File: src/pkg/flash_ctrl_consts.svh
// Constants of the flash command controller
//
// Overview of operation
// Commands need the valid unlock key first
// Key match permits only the next command
// Key register cleared when operation completes
// Core held on command write until done
// Interrupts deferred until operation completes
// Only instruction execution stalls, peripherals run
// Eight-bit command register, resets zero, starts operation
// Code 1 programs data byte at address
// Code 2 erases the addressed 512-byte page
// Code 3 erases whole 62 kB user flash
// Code 4 reads addressed byte into data
// Code 8 programs page protection data
// Protection byte address uses low register only
// One read-protect bit per four pages
// Reserved codes start nothing, change nothing; code still sets op_refused_o on them
// Page number is address bits 15..9
`ifndef FLASH_CTRL_CONSTS_SVH
`define FLASH_CTRL_CONSTS_SVH

// ----------------------------------------
// Register addresses on the SFR bus
// ----------------------------------------
`define ADDR_FLASH_COMMAND      8'hb9
`define ADDR_FLASH_UNLOCK_KEY   8'hba
`define ADDR_FLASH_DATA_BYTE    8'hbc
`define ADDR_FLASH_ADDRESS_LOW  8'hc6
`define ADDR_FLASH_ADDRESS_HIGH 8'hc7

// ----------------------------------------
// Reset values and key
// ----------------------------------------
`define RST_COMMAND   8'h00
`define RST_KEY       8'hff
`define RST_DATA      8'h00
`define RST_ADDR      8'h00
`define UNLOCK_KEY    8'h3b

// ----------------------------------------
// Address layout
// ----------------------------------------
`define PAGE_MSB      15
`define PAGE_LSB      9
`define GROUP_SHIFT   2
`define PROT_HIGH     8'hf7
`define PROT_FIRST    16'hf7eb
`define LAST_USER     16'hf7ff

// ----------------------------------------
// Operation times in ns, at 200 MHz
// ----------------------------------------
`define CLK_MHZ       200
`define T_READ_NS     100
`define T_PROG_NS     20000
`define T_ERASE_NS    2000000
`define T_ERASE_ALL_NS 20000000
// Divide first: the longest erase time times the clock overflows an int
`define NS_TO_CYC(t)  ((t) / (1000 / `CLK_MHZ))

`endif

File: src/pkg/flash_ctrl_pkg.sv
// Types of the flash command controller
package flash_ctrl_pkg;

   typedef enum logic [7:0] {
      CMD_NONE       = 8'h00,
      CMD_WRITE_BYTE = 8'h01,
      CMD_ERASE_PAGE = 8'h02,
      CMD_ERASE_ALL  = 8'h03,
      CMD_READ_BYTE  = 8'h04,
      CMD_PROTECT    = 8'h08
   } flash_cmd_t;

   typedef enum logic [1:0] {
      ST_IDLE = 2'b00,
      ST_RUN  = 2'b01
   } ctrl_state_t;

endpackage : flash_ctrl_pkg

File: src/design/flash_op_timer.sv
// Down-counter that times one flash operation
`timescale 1ns/1ps
module flash_op_timer #(
   parameter int WIDTH = 24
) (
   input  wire logic             clk_i,
   input  wire logic             arst_n_i,
   input  wire logic             load_i,
   input  wire logic [WIDTH-1:0] count_i,
   output logic                  busy_o,
   output logic                  done_o
);

   // ----------------------------------------
   // Checks
   // ----------------------------------------
   generate
      if (WIDTH < 2 || WIDTH > 31)
      begin : g_bad_width
         $error("flash_op_timer: WIDTH out of range");
      end
   endgenerate

   // ----------------------------------------
   // Counter
   // ----------------------------------------
   logic [WIDTH-1:0] cnt_q;
   logic [WIDTH-1:0] cnt_d;
   logic             last_w;

   assign last_w = (cnt_q == WIDTH'(1));
   assign busy_o = (cnt_q != '0);
   assign done_o = last_w;

   always_comb
   begin
      cnt_d = cnt_q;
      if (load_i)
         cnt_d = count_i;
      else if (busy_o)
         cnt_d = cnt_q - WIDTH'(1);
   end

   always_ff @(posedge clk_i or negedge arst_n_i)
   begin
      if (!arst_n_i)
         cnt_q <= '0;
      else
         cnt_q <= cnt_d;
   end

endmodule : flash_op_timer

File: src/design/flash_command_controller.sv
// Flash command controller behind the core's SFR bus
`timescale 1ns/1ps
`include "flash_ctrl_consts.svh"
module flash_command_controller
   import flash_ctrl_pkg::*;
#(
   parameter int READ_CYCLES      = `NS_TO_CYC(`T_READ_NS),
   parameter int PROG_CYCLES      = `NS_TO_CYC(`T_PROG_NS),
   parameter int ERASE_CYCLES     = `NS_TO_CYC(`T_ERASE_NS),
   parameter int ERASE_ALL_CYCLES = `NS_TO_CYC(`T_ERASE_ALL_NS),
   parameter int PAGES            = 124,
   parameter int TIMER_W          = 24
) (
   input  wire logic               clk_i,
   input  wire logic               arst_n_i,
   // SFR bus of the core
   input  wire logic [7:0]         sfr_addr_i,
   input  wire logic [7:0]         sfr_wdata_i,
   input  wire logic               sfr_we_i,
   input  wire logic               sfr_re_i,
   output logic      [7:0]         sfr_rdata_o,
   // Core control
   output logic                    cpu_hold_o,
   output logic                    irq_defer_o,
   // Flash array
   output logic                    flash_start_o,
   output logic      [7:0]         flash_op_o,
   output logic      [15:0]        flash_addr_o,
   output logic      [7:0]         flash_wdata_o,
   input  wire logic [7:0]         flash_rdata_i,
   input  wire logic [PAGES-1:0]   write_enable_bits_i,
   input  wire logic [31:0]        read_enable_bits_i,
   output logic                    op_refused_o
);

   // ----------------------------------------
   // Elaboration checks
   // ----------------------------------------
   localparam int TMAX = (1 << TIMER_W) - 1;

   generate
      if (READ_CYCLES < 1 || PROG_CYCLES < 1 || ERASE_CYCLES < 1 ||
          ERASE_ALL_CYCLES < 1)
      begin : g_bad_short
         $error("flash_command_controller: cycle count below one");
      end
      if (READ_CYCLES > TMAX || PROG_CYCLES > TMAX ||
          ERASE_CYCLES > TMAX || ERASE_ALL_CYCLES > TMAX)
      begin : g_bad_long
         $error("flash_command_controller: cycle count too large");
      end
      if (PAGES < 1 || PAGES > 128)
      begin : g_bad_pages
         $error("flash_command_controller: PAGES out of range");
      end
   endgenerate

   // ----------------------------------------
   // Decode functions
   // ----------------------------------------
   function automatic logic [6:0] page_of(input logic [15:0] a);
      page_of = a[`PAGE_MSB:`PAGE_LSB];
   endfunction : page_of

   function automatic logic [4:0] group_of(input logic [15:0] a);
      group_of = 5'(page_of(a) >> `GROUP_SHIFT);
   endfunction : group_of

   // ----------------------------------------
   // Registers
   // ----------------------------------------
   logic [7:0]  command_q;
   logic [7:0]  command_d;
   logic [7:0]  key_q;
   logic [7:0]  key_d;
   logic [7:0]  data_q;
   logic [7:0]  data_d;
   logic [7:0]  addr_lo_q;
   logic [7:0]  addr_lo_d;
   logic [7:0]  addr_hi_q;
   logic [7:0]  addr_hi_d;
   logic [7:0]  rdata_q;
   logic [7:0]  rdata_d;
   logic [7:0]  op_q;
   logic [15:0] op_addr_q;
   logic        refused_q;
   logic        refused_d;
   ctrl_state_t state_q;
   ctrl_state_t state_d;

   // ----------------------------------------
   // Bus decode
   // ----------------------------------------
   wire wr_cmd  = sfr_we_i && (sfr_addr_i == `ADDR_FLASH_COMMAND);
   wire wr_key  = sfr_we_i && (sfr_addr_i == `ADDR_FLASH_UNLOCK_KEY);
   wire wr_data = sfr_we_i && (sfr_addr_i == `ADDR_FLASH_DATA_BYTE);
   wire wr_lo   = sfr_we_i && (sfr_addr_i == `ADDR_FLASH_ADDRESS_LOW);
   wire wr_hi   = sfr_we_i && (sfr_addr_i == `ADDR_FLASH_ADDRESS_HIGH);

   // ----------------------------------------
   // Command decode
   // ----------------------------------------
   wire [15:0] user_addr = {addr_hi_q, addr_lo_q};
   // Protection bytes live in the top page; high byte ignored
   wire [15:0] prot_addr = {`PROT_HIGH, addr_lo_q};
   wire [15:0] cmd_addr  =
      (sfr_wdata_i == CMD_PROTECT) ? prot_addr : user_addr;

   wire code_valid =
      (sfr_wdata_i == CMD_WRITE_BYTE) ||
      (sfr_wdata_i == CMD_ERASE_PAGE) ||
      (sfr_wdata_i == CMD_ERASE_ALL)  ||
      (sfr_wdata_i == CMD_READ_BYTE)  ||
      (sfr_wdata_i == CMD_PROTECT);

   wire key_ok = (key_q == `UNLOCK_KEY);

   // Erased bit is one, so a zero marks the page protected
   wire page_wp  = (32'(page_of(user_addr)) < PAGES) ?
                   !write_enable_bits_i[page_of(user_addr)] : 1'b1;
   wire group_rp = !read_enable_bits_i[group_of(user_addr)];
   wire in_prot  = (user_addr >= `PROT_FIRST);

   // Reads of the protection area stay allowed for status checks
   wire blocked =
      ((sfr_wdata_i == CMD_WRITE_BYTE) && (page_wp || in_prot)) ||
      ((sfr_wdata_i == CMD_ERASE_PAGE) && page_wp) ||
      ((sfr_wdata_i == CMD_READ_BYTE) && group_rp && !in_prot);

   wire idle    = (state_q == ST_IDLE);
   wire accept  = wr_cmd && idle && code_valid && key_ok;
   wire start   = accept && !blocked;
   wire reject  = accept && blocked;

   // ----------------------------------------
   // Operation time
   // ----------------------------------------
   logic [TIMER_W-1:0] op_cycles;

   always_comb
   begin
      case (sfr_wdata_i)
         CMD_WRITE_BYTE : op_cycles = TIMER_W'(PROG_CYCLES);
         CMD_PROTECT    : op_cycles = TIMER_W'(PROG_CYCLES);
         CMD_ERASE_PAGE : op_cycles = TIMER_W'(ERASE_CYCLES);
         CMD_ERASE_ALL  : op_cycles = TIMER_W'(ERASE_ALL_CYCLES);
         CMD_READ_BYTE  : op_cycles = TIMER_W'(READ_CYCLES);
         default        : op_cycles = TIMER_W'(1);
      endcase
   end

   logic timer_done;

   flash_op_timer #(
      .WIDTH (TIMER_W)
   ) u_timer (
      .clk_i    (clk_i),
      .arst_n_i (arst_n_i),
      .load_i   (start),
      .count_i  (op_cycles),
      .busy_o   (),
      .done_o   (timer_done)
   );

   // ----------------------------------------
   // Sequencer
   // ----------------------------------------
   always_comb
   begin
      state_d = state_q;
      case (state_q)
         ST_IDLE :
            if (start)
               state_d = ST_RUN;
         ST_RUN :
            if (timer_done)
               state_d = ST_IDLE;
         default :
            state_d = ST_IDLE;
      endcase
   end

   // ----------------------------------------
   // Register next values
   // ----------------------------------------
   wire finish = (state_q == ST_RUN) && timer_done;

   always_comb
   begin
      command_d = command_q;
      key_d     = key_q;
      data_d    = data_q;
      addr_lo_d = addr_lo_q;
      addr_hi_d = addr_hi_q;
      refused_d = refused_q;
      // Core is stalled while running, so no writes collide
      if (idle)
      begin
         if (wr_key)
            key_d = sfr_wdata_i;
         if (wr_data)
            data_d = sfr_wdata_i;
         if (wr_lo)
            addr_lo_d = sfr_wdata_i;
         if (wr_hi)
            addr_hi_d = sfr_wdata_i;
         if (accept)
            command_d = sfr_wdata_i;
         if (wr_cmd)
            refused_d = !start;
      end
      if (reject || finish)
         key_d = `RST_KEY;
      if (finish && (op_q == CMD_READ_BYTE))
         data_d = flash_rdata_i;
   end

   always_comb
   begin
      case (sfr_addr_i)
         `ADDR_FLASH_COMMAND      : rdata_d = command_q;
         `ADDR_FLASH_UNLOCK_KEY   : rdata_d = key_q;
         `ADDR_FLASH_DATA_BYTE    : rdata_d = data_q;
         `ADDR_FLASH_ADDRESS_LOW  : rdata_d = addr_lo_q;
         `ADDR_FLASH_ADDRESS_HIGH : rdata_d = addr_hi_q;
         default                  : rdata_d = 8'h00;
      endcase
   end

   // ----------------------------------------
   // Flip-flops
   // ----------------------------------------
   always_ff @(posedge clk_i or negedge arst_n_i)
   begin
      if (!arst_n_i)
      begin
         state_q   <= ST_IDLE;
         command_q <= `RST_COMMAND;
         key_q     <= `RST_KEY;
         data_q    <= `RST_DATA;
         addr_lo_q <= `RST_ADDR;
         addr_hi_q <= `RST_ADDR;
         refused_q <= 1'b0;
      end
      else
      begin
         state_q   <= state_d;
         command_q <= command_d;
         key_q     <= key_d;
         data_q    <= data_d;
         addr_lo_q <= addr_lo_d;
         addr_hi_q <= addr_hi_d;
         refused_q <= refused_d;
      end
   end

   always_ff @(posedge clk_i or negedge arst_n_i)
   begin
      if (!arst_n_i)
         rdata_q <= 8'h00;
      else if (sfr_re_i)
         rdata_q <= rdata_d;
   end

   // Launch latches the operation and its address
   always_ff @(posedge clk_i or negedge arst_n_i)
   begin
      if (!arst_n_i)
      begin
         op_q          <= CMD_NONE;
         op_addr_q     <= 16'h0000;
         flash_start_o <= 1'b0;
         flash_wdata_o <= `RST_DATA;
      end
      else
      begin
         flash_start_o <= start;
         if (start)
         begin
            op_q          <= sfr_wdata_i;
            op_addr_q     <= cmd_addr;
            flash_wdata_o <= data_q;
         end
      end
   end

   // ----------------------------------------
   // Outputs
   // ----------------------------------------
   assign sfr_rdata_o  = rdata_q;
   assign flash_op_o   = op_q;
   assign flash_addr_o = op_addr_q;
   assign op_refused_o = refused_q;

   // Only the core pauses; timers and peripherals keep their clock
   assign cpu_hold_o  = start || (state_q == ST_RUN);
   assign irq_defer_o = start || (state_q == ST_RUN);

endmodule : flash_command_controller

File: config.mk
export PLATFORM = sky130hd
export DESIGN_NAME = flash_command_controller
export DESIGN_NICKNAME = d
export VERILOG_FILES = /design/src/pkg/flash_ctrl_pkg.sv /design/src/design/flash_op_timer.sv /design/src/design/flash_command_controller.sv
export VERILOG_INCLUDE_DIRS = /design/src /design/src/pkg
export SDC_FILE = /design/constraint.sdc
export NUM_CORES = 1
export LEC_CHECK = 0
export BUFFER_PORTS_ARGS = -buffer_cell sky130_fd_sc_hd__buf_2
export CORE_MARGIN = 3
export CORE_UTILIZATION = 35
export DETAILED_ROUTE_END_ITERATION = 12
export SLEW_MARGIN = 25
export SYNTH_ARGS = -nofsm -noshare
export SYNTH_HDL_FRONTEND = slang
export SYNTH_SLANG_ARGS = --single-unit
File: constraint.sdc
create_clock -name clk_i -period 3.6 [get_ports clk_i]
set_input_delay 0.36 -clock clk_i [delete_from_list [all_inputs] [get_ports clk_i]]
set_output_delay 0.36 -clock clk_i [all_outputs]
set_load 0.02 [all_outputs]
==> flow_summary.ini <==
[die]
initial_utilization_pct = 36.0
core_um2 = 18100
die_area_um2 = 20400
io-pin-count = 228
die_width_um = 143
fp-row-count = 49
fp.dieH_um = 143

[final_layout]
final_util_pct = 45.9
diodes = 0
final_area_um2 = 8330
fin_cells = 1046
multi_input_area_um2 = 3580
final-seq-area_um2 = 2690
drive_gt1_share_pct = 45.4
syn_to_final_growth_pct = 27.5
nets = 998
nFillCells = 1753

[sta]
worst_pin_slew_ps = 758
fin_crit_ps = 3410
hold_viol = 0
timing.final.crit_share_pct = 94.8
max_slew_margin_pct = 49.0
rsz0062_at_grt = false
fmax_mhz = 293
clock_skew_ps = 13.7
drv_slew = 0
fin_tns_setup_ps = 0
worst_hold_slack_ps = 41.9
finalSetupViolations = 0

[clocking]
cts_inserted_buffers = 9
htree_levels = 3
clock_tree.buffer_depth = 2
clock_latency_ps = 350
clock-sinks = 107
root_buffer = clkbuf_16
cts_tree = yes
clk_pin_slew_worst_paths_ps = 80

[route]
first_pass_iters = 6
drc = 0
routed_via_density = 5.35
detail_route.wirelength_um = 19800
wl_per_cell_um = 19.0
drt_iter0_drc = 408
postRouteAntennaNets = 0
vias = 5594

[global_route]
first_global_vias = 5439
grt_pass1_wl_um = 30100
grt_max_degree = 108
antenna_found_initial = 0
grt-ovfl-total = 0
gr-usage-all-layers_pct = 19.1

[worst_setup_path]
r2r-start = addr_hi_q[1]$_DFFE_PN0P_
rr_endpoint = flash_wdata_o[5]$_DFFE_PN0P_
end_kind = primary output
criticalPathCategory = register to primary output
worstSetupStartpointType = register
reg2reg_slack_ps = 360
required_ps = 3240
path_max_fanout = 23
rr_worst_depth = 9
arrival_ps = 3050
critPathLaunch = addr_hi_q[1]$_DFFE_PN0P_

[place]
placed_cells = 1022
place_hpwl_um = 15400
io_buffer_count = 227
placed_area_um2 = 7960
gp_congestion = 0.813

[logic_synthesis]
post-synth-top-count-cell = dfrtp_1
ys_ff_latch = 107
synthArstFlopShare_pct = 100
ys_types = 65
yosysTopAreaCell = dfrtp_1
ys_seq_area_share_pct = 41.1
synth_top_area_share_pct = 37.9
ys_top_cells_by_area = dfrtp_1 38%, mux4_2 13%, mux2_4 4.6%
syn-mean-instance-area_um2 = 11.2
netlist_top_cells_count = 99 x dfrtp_1, 47 x nor2_1, 39 x mux4_2, 39 x nand2_1, 24 x a21oi_1
yosys_warnings = 0
syn_inst = 584
synth_edf_count = 0
synth_area_um2 = 6540
syn_nets = 770
synth_ff_type = dfrtp_1

[power_and_ir_drop]
pwr_density_cell_nw_per_um2 = 318
vdd_ir_drop_max_mv = 0.161
leakagePower_uw = 0.00396

[job]
max-cap-violations = 0

[min_path]
min_path_type = primary input to async pin

[outcome]
status = finished clean
## through the flow
step                      worst slack (ps)  total power [µW]
after global placement                 369              1660
after floorplan                        609              1470
after CTS                             31.3              2680
final                                  188              2650
after global routing                  36.9              2760
after detailed placement               323              1670
## sequential cells by signal, summed over array words and instances, names as in the netlist
signal and flops:
state_q 1, flash_op_o 8, op_refused_o 1, command_q 8, flash_addr_o 16, key_q 8
u_timer.cnt_q 24, addr_hi_q 8, data_q 8, addr_lo_q 8, sfr_rdata_o 8, flash_wdata_o 8
flash_start_o 1
## report_power, final
group	leakage [µW]	internal (µW)	switching [µW]
Combinational	0.00248	203	170
Clock	0.000140	563	446
Sequential	0.00134	1230	38.6
## routing by layer
| layer | global-route usage (%) | vias to the layer above | routed length [µm] |
|---|---|---|---|
| li1 | - | 2662 | - |
| met1 | 25.1 | 2702 | 8210 |
| met2 | 32.6 | 207 | 10100 |
| met3 | 2.91 | 23 | 1150 |
| met4 | 6.15 | 0 | 383 |
| met5 | 0 | - | 0 |
## timing repair
item                                    4_1_cts  5_1_grt
cloned                                        0        0
hold buffers                                  0        0
setup buffers                                 0        8
pin swaps                                     0        1
endpoints found under the setup margin        2        2
gates resized for setup                       1        1
## worst max path at each step
stage / to / slack, ps / cells after the start
2_1_floorplan: irq_defer_o / 610 / 11
3_3_place_gp: flash_wdata_o[6]$_DFFE_PN0P_ / 370 / 8
3_5_place_dp: flash_wdata_o[6]$_DFFE_PN0P_ / 320 / 8
4_1_cts: irq_defer_o / 30 / 8
5_1_grt: irq_defer_o / 40 / 8
6_report: cpu_hold_o / 190 / 8
## cell families (layout without fill, tap and decap cells)
kind of cell | count (synthesis) | after routing | share of synthesized area (%)
fa+ha+maj | 2 | 2 | 0.383
flops | 107 | 107 | 41.1
mux | 95 | 95 | 24.0
buf+inv | 54 | 287 | 4.31
compound gates | 111 | 111 | 12.1
xor+xnor | 21 | 21 | 2.81
simple gates | 194 | 194 | 15.3
## placed cells by master (no fill, tap or decap), types with 21 or more instances in the layout
cell type	n
buf_2	226
nor2_1	47
buf_4	26
mux4_2	39
nand2_1	39
dfrtp_1	97
nor3_1	22
a21oi_1	24
mux2_2	21
## worst max-delay path, stage by stage, from the launching register on
cell	delay, ps
dfrtp_4	490
buf_12	220
mux4_2	520
mux4_2	470
o21ai_1	140
o211ai_1	180
a41oi_4	340
nand2b_1	140
buf_2	180
## area by class of cell
class                   count  area share [%]
clock inverters             3           0.555
clock buffers              13            3.00
multi-input cells         423            43.0
well taps                 229            3.44
inverters                  14           0.631
flip-flops and latches    107            32.3
repair buffers            257            17.1
Power figures use the tool's default switching activity.
